**src/hw/counter_array_pkg.sv**
```systemverilog
// Package for the counter array block: register indices, field positions, codes and carriers.
// Assumes a single 40 MHz oscillator clock; byte address on the bus is four times the index.
package counter_array_pkg;
	// Register indices; the byte address is four times the index.
	localparam logic [7:0] IDX_CLOCK_DIVIDER_SELECT = 8'h8f;
	localparam logic [7:0] IDX_PORT_OUT = 8'h90;
	localparam logic [7:0] IDX_PORT_DIR = 8'h91;
	localparam logic [7:0] IDX_PIN_READ = 8'h92;
	localparam logic [7:0] IDX_IRQ_MASK = 8'hd7;
	localparam logic [7:0] IDX_COUNTER_CONTROL = 8'hd8;
	localparam logic [7:0] IDX_COUNTER_MODE = 8'hd9;
	localparam logic [7:0] IDX_MODULE_MODE_BASE = 8'hda;
	localparam logic [7:0] IDX_COUNT_LO = 8'he9;
	localparam logic [7:0] IDX_COMPARE_LO_BASE = 8'hea;
	localparam logic [7:0] IDX_COUNT_HI = 8'hf9;
	localparam logic [7:0] IDX_COMPARE_HI_BASE = 8'hfa;
	// Field positions.
	localparam int DOUBLING_BIT = 0;
	localparam int HALVING_BIT = 5;
	localparam int OVF_IRQ_ENABLE_BIT = 0;
	localparam int SOURCE_SEL_LO_BIT = 1;
	localparam int SOURCE_SEL_HI_BIT = 2;
	localparam int WATCHDOG_ENABLE_BIT = 6;
	localparam int RUN_BIT = 6;
	localparam int OVERFLOW_FLAG_BIT = 7;
	localparam logic [7:0] CONTROL_FLAG_MASK = 8'h9f;
	localparam logic [7:0] REG_RESET = 8'h00;
	// Counter sizes and figures.
	localparam int NUM_MODULES = 5;
	localparam int NUM_PINS = 6;
	localparam int COUNT_PIN = 0;
	localparam logic [2:0] PHASES_PER_CYCLE = 3'h6;
	localparam logic [2:0] PRESCALE_DIV6 = 3'h6;
	localparam logic [15:0] COUNT_MAX = 16'hffff;
	localparam logic [7:0] PWM_WRAP = 8'hff;
	// Counter source codes.
	typedef enum logic [1:0] {
		SRC_DIV6 = 2'h0,
		SRC_DIV2 = 2'h1,
		SRC_TIMER0 = 2'h2,
		SRC_EXTERNAL = 2'h3
	} count_source_e;
	// Bus handshake states.
	typedef enum logic [1:0] {
		BUS_IDLE = 2'h0,
		BUS_ACK = 2'h1
	} bus_state_e;
	// Module mode register layout.
	typedef struct packed {
		logic reserved;
		logic comparator_enable;
		logic capture_rising;
		logic capture_falling;
		logic flag_on_match;
		logic toggle_on_match;
		logic pwm_enable;
		logic event_irq_enable;
	} module_mode_s;
	// Two-way pin bundle; output enable is active low.
	typedef struct packed {
		logic [NUM_PINS-1:0] value;
		logic [NUM_PINS-1:0] drive_n;
	} pin_drive_s;
endpackage : counter_array_pkg

```
**src/hw/counter_array_capture_compare.sv**
```systemverilog
// Counter array with one 16-bit time base and five compare/capture modules behind an Avalon-MM slave.
// Assumes sys_clk_in is the oscillator input; pins arrive asynchronously and the
// timer 0 overflow pulse comes from logic on the same clock.
`timescale 1ns/100ps

// Operation
// - Counter source: div6, div2, timer0, external pin.
// - One 16-bit counter shared by all modules.
// - Capture edges, software timer, fast output, PWM.
// - Mode bits 4/5 pick falling/rising capture.
// - Mode bit 0 lets event flag interrupt.
// - Mode bit 1 selects 8-bit PWM output.
// - Mode bit 2 toggles pin on match.
// - Mode bit 3 sets flag on match.
// - Mode bit 6 enables comparator functions.
// - Capture, timer, output modes can interrupt.
// - Module and overflow requests share one interrupt.
// - Module 4 may act as watchdog.
// - Unused pins stay general-purpose I/O.
// - Halving bit picks 6 or 12 under doubling.
// - Default divide-by-2 stage, software can bypass.
// - Doubling gives 6 periods per machine cycle.
// - Doubling change applies on divided-clock rising edge.
module counter_array_capture_compare
	import counter_array_pkg::*;
(
	input wire logic sys_clk_in,
	input wire logic reset_in,
	input wire logic [9:0] address_in,
	input wire logic [3:0] byteenable_in,
	input wire logic read_in,
	input wire logic write_in,
	input wire logic [31:0] writedata_in,
	output logic [31:0] readdata_out,
	output logic waitrequest_out,
	input wire logic timer0_overflow_in,
	input wire logic [NUM_PINS-1:0] pin_in,
	output logic [NUM_PINS-1:0] pin_out,
	output logic [NUM_PINS-1:0] pin_oe_n_out,
	output logic irq_out,
	output logic watchdog_reset_out,
	output logic machine_cycle_out
);

	// True when the word address selects the given register index.
	function automatic logic idx_hit(input logic [9:0] addr, input logic [7:0] idx);
		idx_hit = (addr[9:2] == idx);
	endfunction : idx_hit

	bus_state_e bus_q;
	logic [31:0] rd_q;
	logic [31:0] rd_d;
	logic wr_go;
	logic [7:0] wbyte;
	logic [7:0] clkdiv_q;
	logic [7:0] cmode_q;
	logic [7:0] cctrl_q;
	logic [7:0] mask_q;
	logic [NUM_PINS-1:0] port_out_q;
	logic [NUM_PINS-1:0] port_dir_q;
	module_mode_s mode_q [NUM_MODULES];
	logic [15:0] cmp_q [NUM_MODULES];
	logic [7:0] duty_q [NUM_MODULES];
	logic [NUM_MODULES-1:0] tog_q;
	logic [15:0] cnt_q;
	logic moved_q;
	logic half_q;
	logic x2_eff_q;
	logic [2:0] mphase_q;
	logic [2:0] pphase_q;
	logic [2:0] pre_q;
	logic phase_tick;
	logic periph_phase;
	logic periph_tick;
	logic count_tick;
	logic [NUM_PINS-1:0] sync1_q;
	logic [NUM_PINS-1:0] sync2_q;
	logic [NUM_PINS-1:0] prev_q;
	logic [NUM_MODULES-1:0] match;
	logic [NUM_MODULES-1:0] capture;
	logic overflow;
	pin_drive_s drive_d;
	pin_drive_s drive_q;
	logic irq_q;
	logic wdt_q;
	logic mtick_q;

	// Bus handshake: waitrequest drops for exactly one cycle after a request is seen.
	always_ff @(posedge sys_clk_in) begin
		if (reset_in) begin
			bus_q <= BUS_IDLE;
		end else if (bus_q == BUS_IDLE && (read_in || write_in)) begin
			bus_q <= BUS_ACK;
		end else begin
			bus_q <= BUS_IDLE;
		end
	end

	// A write lands at the edge where the master samples waitrequest low.
	assign wr_go = write_in && (bus_q == BUS_ACK) && byteenable_in[0];
	assign wbyte = writedata_in[7:0];

	// Read data is captured while waiting so it stands at the completing edge.
	always_comb begin
		rd_d = 32'h0000_0000;
		if (idx_hit(address_in, IDX_CLOCK_DIVIDER_SELECT)) begin
			rd_d[7:0] = clkdiv_q;
		end
		if (idx_hit(address_in, IDX_COUNTER_MODE)) begin
			rd_d[7:0] = cmode_q;
		end
		if (idx_hit(address_in, IDX_COUNTER_CONTROL)) begin
			rd_d[7:0] = cctrl_q;
		end
		if (idx_hit(address_in, IDX_IRQ_MASK)) begin
			rd_d[7:0] = mask_q;
		end
		if (idx_hit(address_in, IDX_COUNT_LO)) begin
			rd_d[7:0] = cnt_q[7:0];
		end
		if (idx_hit(address_in, IDX_COUNT_HI)) begin
			rd_d[7:0] = cnt_q[15:8];
		end
		if (idx_hit(address_in, IDX_PORT_OUT)) begin
			rd_d[NUM_PINS-1:0] = port_out_q;
		end
		if (idx_hit(address_in, IDX_PORT_DIR)) begin
			rd_d[NUM_PINS-1:0] = port_dir_q;
		end
		if (idx_hit(address_in, IDX_PIN_READ)) begin
			rd_d[NUM_PINS-1:0] = sync2_q;
		end
		for (int n = 0; n < NUM_MODULES; n++) begin
			if (idx_hit(address_in, IDX_MODULE_MODE_BASE + 8'(n))) begin
				rd_d[7:0] = mode_q[n];
			end
			if (idx_hit(address_in, IDX_COMPARE_LO_BASE + 8'(n))) begin
				rd_d[7:0] = cmp_q[n][7:0];
			end
			if (idx_hit(address_in, IDX_COMPARE_HI_BASE + 8'(n))) begin
				rd_d[7:0] = cmp_q[n][15:8];
			end
		end
	end

	always_ff @(posedge sys_clk_in) begin
		if (reset_in) begin
			rd_q <= 32'h0000_0000;
		end else if (bus_q == BUS_IDLE && read_in) begin
			rd_q <= rd_d;
		end
	end

	// Plain configuration registers written by software.
	always_ff @(posedge sys_clk_in) begin
		if (reset_in) begin
			clkdiv_q <= REG_RESET;
			cmode_q <= REG_RESET;
			mask_q <= REG_RESET;
			port_out_q <= '0;
			port_dir_q <= '0;
		end else if (wr_go) begin
			if (idx_hit(address_in, IDX_CLOCK_DIVIDER_SELECT)) begin
				clkdiv_q <= wbyte;
			end
			if (idx_hit(address_in, IDX_COUNTER_MODE)) begin
				cmode_q <= wbyte;
			end
			if (idx_hit(address_in, IDX_IRQ_MASK)) begin
				mask_q <= wbyte;
			end
			if (idx_hit(address_in, IDX_PORT_OUT)) begin
				port_out_q <= wbyte[NUM_PINS-1:0];
			end
			if (idx_hit(address_in, IDX_PORT_DIR)) begin
				port_dir_q <= wbyte[NUM_PINS-1:0];
			end
		end
	end

	// Divide-by-2 stage; its rising edge is the only moment the doubling choice may change,
	// so a mode switch never shortens a phase into a glitch.
	always_ff @(posedge sys_clk_in) begin
		if (reset_in) begin
			half_q <= 1'b0;
			x2_eff_q <= 1'b0;
		end else begin
			half_q <= ~half_q;
			if (!half_q) begin
				x2_eff_q <= clkdiv_q[DOUBLING_BIT];
			end
		end
	end

	// With doubling every oscillator edge is a phase, otherwise only every second one.
	assign phase_tick = x2_eff_q | half_q;
	// The halving bit only matters while doubling is on.
	assign periph_phase = (x2_eff_q && clkdiv_q[HALVING_BIT]) ? half_q : phase_tick;

	// Machine cycle and peripheral cycle counters, six phases each.
	always_ff @(posedge sys_clk_in) begin
		if (reset_in) begin
			mphase_q <= 3'h0;
			pphase_q <= 3'h0;
			mtick_q <= 1'b0;
		end else begin
			mtick_q <= 1'b0;
			if (phase_tick) begin
				if (mphase_q == PHASES_PER_CYCLE - 3'h1) begin
					mphase_q <= 3'h0;
					mtick_q <= 1'b1;
				end else begin
					mphase_q <= mphase_q + 3'h1;
				end
			end
			if (periph_phase) begin
				pphase_q <= (pphase_q == PHASES_PER_CYCLE - 3'h1) ? 3'h0 : pphase_q + 3'h1;
			end
		end
	end

	assign periph_tick = periph_phase && (pphase_q == PHASES_PER_CYCLE - 3'h1);

	// Prescaler shared by the divide-by-6 and divide-by-2 sources.
	always_ff @(posedge sys_clk_in) begin
		if (reset_in) begin
			pre_q <= 3'h0;
		end else if (periph_tick) begin
			pre_q <= (pre_q == PRESCALE_DIV6 - 3'h1) ? 3'h0 : pre_q + 3'h1;
		end
	end

	// Pin synchroniser; only the second stage and its delayed copy are ever examined.
	always_ff @(posedge sys_clk_in) begin
		if (reset_in) begin
			sync1_q <= '0;
			sync2_q <= '0;
			prev_q <= '0;
		end else begin
			sync1_q <= pin_in;
			sync2_q <= sync1_q;
			prev_q <= sync2_q;
		end
	end

	// Count source selection; the external pin counts on falling transitions.
	always_comb begin
		unique case (count_source_e'(cmode_q[SOURCE_SEL_HI_BIT:SOURCE_SEL_LO_BIT]))
			SRC_DIV6: count_tick = periph_tick && (pre_q == PRESCALE_DIV6 - 3'h1);
			SRC_DIV2: count_tick = periph_tick && pre_q[0];
			SRC_TIMER0: count_tick = timer0_overflow_in;
			SRC_EXTERNAL: count_tick = prev_q[COUNT_PIN] && !sync2_q[COUNT_PIN];
		endcase
	end

	assign overflow = count_tick && cctrl_q[RUN_BIT] && (cnt_q == COUNT_MAX);

	// Shared time base; software may load either byte, and a load wins over a count.
	always_ff @(posedge sys_clk_in) begin
		if (reset_in) begin
			cnt_q <= 16'h0000;
			moved_q <= 1'b0;
		end else begin
			moved_q <= count_tick && cctrl_q[RUN_BIT];
			if (count_tick && cctrl_q[RUN_BIT]) begin
				cnt_q <= cnt_q + 16'h0001;
			end
			if (wr_go && idx_hit(address_in, IDX_COUNT_LO)) begin
				cnt_q[7:0] <= wbyte;
			end
			if (wr_go && idx_hit(address_in, IDX_COUNT_HI)) begin
				cnt_q[15:8] <= wbyte;
			end
		end
	end

	// Match and capture events per module; a match is judged once after each count step.
	always_comb begin
		for (int n = 0; n < NUM_MODULES; n++) begin
			match[n] = mode_q[n].comparator_enable && moved_q && (cnt_q == cmp_q[n]);
			capture[n] = (mode_q[n].capture_rising && sync2_q[n+1] && !prev_q[n+1])
				|| (mode_q[n].capture_falling && !sync2_q[n+1] && prev_q[n+1]);
		end
	end

	// Module registers; a capture overrides a software write in the same cycle.
	always_ff @(posedge sys_clk_in) begin
		if (reset_in) begin
			for (int n = 0; n < NUM_MODULES; n++) begin
				mode_q[n] <= module_mode_s'(REG_RESET);
				cmp_q[n] <= 16'h0000;
			end
		end else begin
			for (int n = 0; n < NUM_MODULES; n++) begin
				if (wr_go && idx_hit(address_in, IDX_MODULE_MODE_BASE + 8'(n))) begin
					mode_q[n] <= module_mode_s'(wbyte);
				end
				if (wr_go && idx_hit(address_in, IDX_COMPARE_LO_BASE + 8'(n))) begin
					cmp_q[n][7:0] <= wbyte;
				end
				if (wr_go && idx_hit(address_in, IDX_COMPARE_HI_BASE + 8'(n))) begin
					cmp_q[n][15:8] <= wbyte;
				end
				if (capture[n]) begin
					cmp_q[n] <= cnt_q;
				end
			end
		end
	end

	// High-speed output toggles on a match, and PWM duty reloads at each wrap of the low byte,
	// so a new duty never cuts a period short.
	always_ff @(posedge sys_clk_in) begin
		if (reset_in) begin
			tog_q <= '0;
			for (int n = 0; n < NUM_MODULES; n++) begin
				duty_q[n] <= 8'h00;
			end
		end else begin
			for (int n = 0; n < NUM_MODULES; n++) begin
				if (match[n] && mode_q[n].toggle_on_match) begin
					tog_q[n] <= ~tog_q[n];
				end
				if (moved_q && cnt_q[7:0] == PWM_WRAP) begin
					duty_q[n] <= cmp_q[n][15:8];
				end
			end
		end
	end

	// Counter control: run bit is plain, flags clear on a written one and a new event wins.
	always_ff @(posedge sys_clk_in) begin
		if (reset_in) begin
			cctrl_q <= REG_RESET;
		end else begin
			if (wr_go && idx_hit(address_in, IDX_COUNTER_CONTROL)) begin
				cctrl_q <= (cctrl_q & ~(wbyte & CONTROL_FLAG_MASK) & CONTROL_FLAG_MASK)
					| (wbyte & ~CONTROL_FLAG_MASK);
			end
			for (int n = 0; n < NUM_MODULES; n++) begin
				if ((match[n] && mode_q[n].flag_on_match) || capture[n]) begin
					cctrl_q[n] <= 1'b1;
				end
			end
			if (overflow) begin
				cctrl_q[OVERFLOW_FLAG_BIT] <= 1'b1;
			end
		end
	end

	// One shared request from five module flags and the overflow flag, each behind its mask.
	always_ff @(posedge sys_clk_in) begin
		if (reset_in) begin
			irq_q <= 1'b0;
		end else begin
			irq_q <= 1'b0;
			for (int n = 0; n < NUM_MODULES; n++) begin
				if (cctrl_q[n] && mode_q[n].event_irq_enable && mask_q[n]) begin
					irq_q <= 1'b1;
				end
			end
			if (cctrl_q[OVERFLOW_FLAG_BIT] && cmode_q[OVF_IRQ_ENABLE_BIT] && mask_q[OVERFLOW_FLAG_BIT]) begin
				irq_q <= 1'b1;
			end
		end
	end

	// Module 4 matching with the watchdog enabled fires a one-cycle reset pulse.
	always_ff @(posedge sys_clk_in) begin
		if (reset_in) begin
			wdt_q <= 1'b0;
		end else begin
			wdt_q <= match[NUM_MODULES-1] && cmode_q[WATCHDOG_ENABLE_BIT];
		end
	end

	// Pin drive: a module drives its pin in an output function and releases it in capture, the external source releases pin 0; all else is ordinary I/O.
	always_comb begin
		drive_d.value = port_out_q;
		drive_d.drive_n = ~port_dir_q;
		if (cmode_q[SOURCE_SEL_HI_BIT:SOURCE_SEL_LO_BIT] == SRC_EXTERNAL) begin
			drive_d.drive_n[COUNT_PIN] = 1'b1;
		end
		for (int n = 0; n < NUM_MODULES; n++) begin
			if (mode_q[n].comparator_enable && mode_q[n].pwm_enable) begin
				drive_d.value[n+1] = (cnt_q[7:0] >= duty_q[n]);
				drive_d.drive_n[n+1] = 1'b0;
			end else if (mode_q[n].comparator_enable && mode_q[n].toggle_on_match) begin
				drive_d.value[n+1] = tog_q[n];
				drive_d.drive_n[n+1] = 1'b0;
			end else if (mode_q[n].capture_rising || mode_q[n].capture_falling) begin
				drive_d.drive_n[n+1] = 1'b1;
			end
		end
	end

	always_ff @(posedge sys_clk_in) begin
		if (reset_in) begin
			drive_q.value <= '0;
			drive_q.drive_n <= '1;
		end else begin
			drive_q <= drive_d;
		end
	end

	// Every output except waitrequest leaves straight from a flip-flop; waitrequest is decoded from bus_q.
	assign readdata_out = rd_q;
	assign waitrequest_out = (bus_q != BUS_ACK);
	assign pin_out = drive_q.value;
	assign pin_oe_n_out = drive_q.drive_n;
	assign irq_out = irq_q;
	assign watchdog_reset_out = wdt_q;
	assign machine_cycle_out = mtick_q;

endmodule : counter_array_capture_compare

```
**config.mk**
```make
export PLATFORM = sky130hd
export DESIGN_NAME = counter_array_capture_compare
export DESIGN_NICKNAME = d
export VERILOG_FILES = /design/src/hw/counter_array_pkg.sv /design/src/hw/counter_array_capture_compare.sv
export SDC_FILE = /design/constraint.sdc
export NUM_CORES = 1
export LEC_CHECK = 0
export BUFFER_PORTS_ARGS = -buffer_cell sky130_fd_sc_hd__clkbuf_2
export CELL_PAD_IN_SITES_DETAIL_PLACEMENT = 0
export CELL_PAD_IN_SITES_GLOBAL_PLACEMENT = 1
export CORE_MARGIN = 5
export CORE_UTILIZATION = 40
export DETAILED_ROUTE_END_ITERATION = 8
export GPL_ROUTABILITY_DRIVEN = 0
export PLACE_DENSITY = 0.8
export SYNTH_ARGS = -nofsm -noshare
export SYNTH_HDL_FRONTEND = slang
export SYNTH_SLANG_ARGS = --single-unit
export TNS_END_PERCENT = 5
```
**constraint.sdc**
```tcl
create_clock -name sys_clk_in -period 4.6 [get_ports sys_clk_in]
set_input_delay 0.23 -clock sys_clk_in [delete_from_list [all_inputs] [get_ports sys_clk_in]]
set_output_delay 0.23 -clock sys_clk_in [all_outputs]
set_load 0.01 [all_outputs]
```
# Yosys cells after proc, flatten, opt, wreduce, memory -nomap -nowiden
# Memories as Yosys holds them, arrays and structs flattened.
# Cells that the tools add are included.
# totals
register_bits,120
ram_bits,160
inputBits,57
out_inout_bits,48
word_cells,433
n_memories,3
# mem_list
memory,words,width,read_ports,rd_clocked_by_memory_dff,write_ports,line_no,rtl
cmp_q,5,16,5,0,5,counter_array_capture_compare.sv:62,logic [15:0] cmp_q [NUM_MODULES];
duty_q,5,8,5,0,5,counter_array_capture_compare.sv:63,logic [7:0] duty_q [NUM_MODULES];
mode_q,5,8,5,0,5,counter_array_capture_compare.sv:61,module_mode_s mode_q [NUM_MODULES];
# classes
add_sub_neg,4
magnitude_cmp,5
eq_ne,39
mux,167
bitwise_logic,42
reduce_logical,137
# ops
operator,count
8-bit two-way mux,54
8-bit == test (second input constant),25
1-bit two-way mux,105
1-bit logical AND,93
16-bit == test,5
8-bit >= comparator,5
1-bit bitwise OR,31
6-bit two-way mux,3
16-bit by 1-bit adder with 16-bit output (second input constant),1
16-bit == test (second input constant),1
1-bit logical OR,16
16-bit two-way mux,1
2-bit nonzero test,8
1-bit zero test,11
2-bit AND reduction,5
3-bit by 1-bit adder with 3-bit output (second input constant),3
3-bit == test (second input constant),3
3-bit two-way mux,3
8-bit bitwise AND,1
8-bit NOT,1
8-bit by 7-bit bitwise OR with 8-bit output,1
1-bit NOT,7
6-bit NOT,1
2-bit by 1-bit == test with 1-bit output (second input constant),2
5 further kinds,8

# Longest topological paths before layout
# depth
ltp_word,25
depth_mapped,10
mapped_depth_nobuf,9

# Worst setup path after synthesis
# Ideal clock, no wire load.
# synth_timing
path_type,register -> register
from,register cnt_q[4]
to,"memory duty_q[0][0], enable pin"
setup_time_ps,404
arrival_ps,2092
slack_ps,2105
stages_incl_launch_ff,6
period_less_slack_ps,2495
cell_sequence,dfxtp_1 buf_2 and4_1 and3_1 nand3_1 nand2b_1
# synth_lines
item,line_no,rtl
from (decl),counter_array_capture_compare.sv:65,logic [15:0] cnt_q;
from (signal assigned),counter_array_capture_compare.sv:266,cnt_q <= cnt_q + 16'h0001;
from (signal assigned),counter_array_capture_compare.sv:269,cnt_q[7:0] <= wbyte;
to (decl),counter_array_capture_compare.sv:63,

==> impl_metrics.py <==
metrics = {
    "yosys": {
        "ys_seq_area_frac": 0.4694,
        "synth_area_sq_um": 15310,
        "synth_cells": 1609,
        "synth_top_cell_by_area": "edfxtp_1",
        "async_flop_share": 0,
        "ys_ff_latch": 279,
        "yosys_warnings": 0,
        "synth_area_leaders": "edfxtp_1 (31%), dfxtp_1 (16%), nor2_1 (4.8%)",
        "synth_top_cell_area_share": 0.3138,
        "synth-edff-count": 160,
        "syn_area_per_cell_sq_um": 9.516,
        "synth_ff_type": "edfxtp_1",
        "ys_types": 88,
    },
    "power_and_ir_drop": {
        "netSwitchingFraction": 0.2351,
        "p_int_mw": 4.657,
        "power_density_nw_per_um2": 356.7,
        "p_sw_mw": 1.431,
        "seqPwrFrac": 0.464,
        "ir_drop_mv": 0.2795,
        "p_comb_frac": 0.070,
        "leakage_nw": 6.454,
        "p_clk_frac": 0.466,
    },
    "clock_network": {
        "htree_levels": 1,
        "numCtsBuffers": 31,
        "post-cts-setup-buffers": 0,
        "cts-root-buf": "clkbuf_16",
        "post_cts_resized": 0,
        "cts_tree": "built",
        "hold_buffers": 8,
        "clock-sinks": 279,
        "clock_latency_ps": 580,
        "clk_pin_slew_ps": 60,
        "clockBufferDepth": 3,
    },
    "timing": {
        "finalWorstSetupSlack_ps": 1457,
        "relSlewSlack": 0.1353,
        "slew_viol_final": 0,
        "period_minus_slack_ps": 3143,
        "finalSetupViolations": 0,
        "max_freq_mhz": 318.2,
        "timing.final.crit_share": 0.6833,
        "timing.setup.tns_ps": 0,
        "worst_pin_slew_ps": 1284,
        "fin_skew_ps": 17.62,
        "rsz0062_at_grt": "false",
        "hold_viol": 0,
    },
    "placement": {
        "dpl.cell_count": 2093,
        "place_ws_ps": 1294,
        "hpwl_um": 37130,
        "io_buffers": 51,
    },
    "floorplanning": {
        "fp.dieW_um": 205.6,
        "dieArea_sq_um": 42290,
        "initial_core_util": 0.4055,
        "core_sq_um": 37760,
        "die-height_um": 205.6,
        "pin_count": 105,
        "rows": 71,
    },
    "detailed_routing": {
        "dr_total_vias": 13060,
        "antenna_left": 0,
        "drc": 0,
        "dr.pass1.iters": 7,
        "wl_per_cell_um": 24.70,
        "viasPerCell": 6.047,
        "drt_wl_total_um": 53340,
        "drt_iter0_drc": 1583,
    },
    "cells_and_area": {
        "drive_above_1_share": 0.1019,
        "area_growth_pct": 11.47,
        "nNetsFinal": 1721,
        "fin_cells": 2160,
    },
    "global_routing": {
        "grt_max_degree": 77,
        "grt_pass1_wl_um": 78510,
        "track_usage": 0.2456,
        "grt_overflow": 0,
        "grt_pass1_vias": 12100,
        "antenna_found_initial": 2,
    },
    "critical_path": {
        "cp-start-kind": "flip-flop",
        "r2r_cells": 7,
        "worstPathArrival_ps": 3440,
        "crit_fanout": 45,
        "cp-end-kind": "flip-flop",
        "crit_type": "flip-flop to flip-flop",
        "required_ps": 4900,
    },
    "hold_path": {
        "hold_depth": 2,
        "hold_class": "input pin to flip-flop",
    },
    "flow_run": {
        "cap_violations": 0,
    },
    "outcome": {
        "status": "completed",
    },
}
==> layer usage <==
layer  wire length [um]  GRT usage  vias up  part of all wire
met5                  0          0        -                 0
met4               3157     0.1222        0             0.059
met3               5460    0.04397      191              0.10
met2              23050     0.3737      810              0.43
met1              21670     0.3371     6323              0.41
li1                   -          -     5737                 -
==> per-stage QoR <==
step                      utilization  hold WS (ps)  instance area (sq um)  power, mW
final                          0.4520         121.6                  17070      6.088
after global routing           0.4520         144.8                  17070      6.233
after CTS                      0.4520         107.7                  17060      6.093
after detailed placement       0.4191         436.0                  15820      3.281
after global placement         0.4191         420.9                  15820      3.271
after floorplan                     -         358.2                  15400      3.136
==> registers in the layout, summed over array words and instances, names as in the netlist, 5 cells and up <==
signal / count
tog_q: 5
mode_q: 40
cmp_q: 80
readdata_out: 8
duty_q: 40
cmode_q: 8
mask_q: 8
port_out_q: 6
cnt_q: 16
sync1_q: 6
cctrl_q: 8
pin_oe_n_out: 6
clkdiv_q: 8
sync2_q: 6
port_dir_q: 6
prev_q: 6
pin_out: 6
==> final cells by class <==
class	count	area [sq um]
diodes	1	2.502
clock buffers	32	779.5
clock inverters	26	381.6
fillers	3620	20690
inverters	45	168.9
multi-input cells	1175	7330
flip-flops and latches	279	7187
well taps	511	639.4
repair buffers	91	578.1
==> critical path, cell delays in order, from the launching register on <==
cell	delay, ps
dfxtp_1	450
o22ai_1	220
nor2b_1	180
buf_4	230
nor4_1	410
o31a_2	670
buf_4	540
nor2_1	120
==> power by group through the flow <==
stage / clock [mW] / sequential, mW / combinational [mW]
detailed placement: 0 / 2.87 / 0.409
floorplan: 0 / 2.83 / 0.301
CTS: 2.86 / 2.82 / 0.417
finish: 2.84 / 2.82 / 0.426
global placement: 0 / 2.87 / 0.401
global route: 2.95 / 2.83 / 0.459
==> cells in the mapped netlist, types with 6 or more instances <==
library cell	count
a22oi_1	11
nor4_1	15
nand2b_1	16
buf_1	12
xor2_1	47
nor2_1	196
o22ai_1	24
a221oi_1	7
mux2i_1	29
o21ai_1	8
dfxtp_1	119
a211oi_1	21
buf_2	31
and3_1	8
nor3_1	31
nor2b_1	67
xnor2_1	54
nand3_1	28
nand2_1	124
and2_1	49
clkbuf_1	50
buf_6	8
o21a_1	6
a31oi_1	14
a21oi_1	139
or2_2	6
nand4_1	17
inv_1	45
o21ai_0	51
a221o_1	8
a22o_1	9
edfxtp_1	160
o221ai_1	9
ha_1	41
a21o_1	14
nand3b_1	8
buf_4	32
==> layout by cell type (no fill, tap or decap), types with 9 or more instances in the layout <==
cell type | synthesis | final
mux2i_1 | 29 | 29
conb_1 | 1 | 24
nand4_1 | 17 | 17
inv_1 | 45 | 45
o21ai_0 | 51 | 51
clkbuf_2 | 0 | 50
nand3_1 | 28 | 28
a22oi_1 | 11 | 11
o22ai_1 | 24 | 24
bufinv_16 | 0 | 10
buf_4 | 32 | 33
o221ai_1 | 9 | 9
dfxtp_1 | 119 | 119
xnor2_1 | 54 | 54
and2_1 | 49 | 49
edfxtp_1 | 160 | 160
nor2b_1 | 67 | 67
clkbuf_16 | 0 | 31
ha_1 | 41 | 41
nor2_1 | 196 | 195
nor4_1 | 15 | 15
a21o_1 | 14 | 14
a21oi_1 | 139 | 139
a211oi_1 | 21 | 21
nand2_1 | 124 | 124
nand2b_1 | 16 | 15
a22o_1 | 9 | 9
nor3_1 | 31 | 31
a31oi_1 | 14 | 14
xor2_1 | 47 | 47
==> path summary, 6_finish.rpt <==
check            endpoint  slack (ps)        from
min               moved_q         120    reset_in
max          cmp_q[3][11]        1460  sync2_q[3]
max reg2reg  cmp_q[3][11]        1460  sync2_q[3]
min reg2reg    sync2_q[2]         440  sync1_q[2]
==> logic make-up after synthesis <==
kind of cell / count (synthesis) / synth area share
AND/OR/NAND/NOR: 610 / 0.2067
AO/OA/AOI/OAI: 370 / 0.1555
flip-flops: 279 / 0.4694
buffers and inverters: 178 / 0.05794
XOR/XNOR: 101 / 0.05778
adder cells (fa/ha/maj): 41 / 0.03350
multiplexers: 29 / 0.01896
other: 1 / 0.0002449
Power figures use the tool's default switching activity.
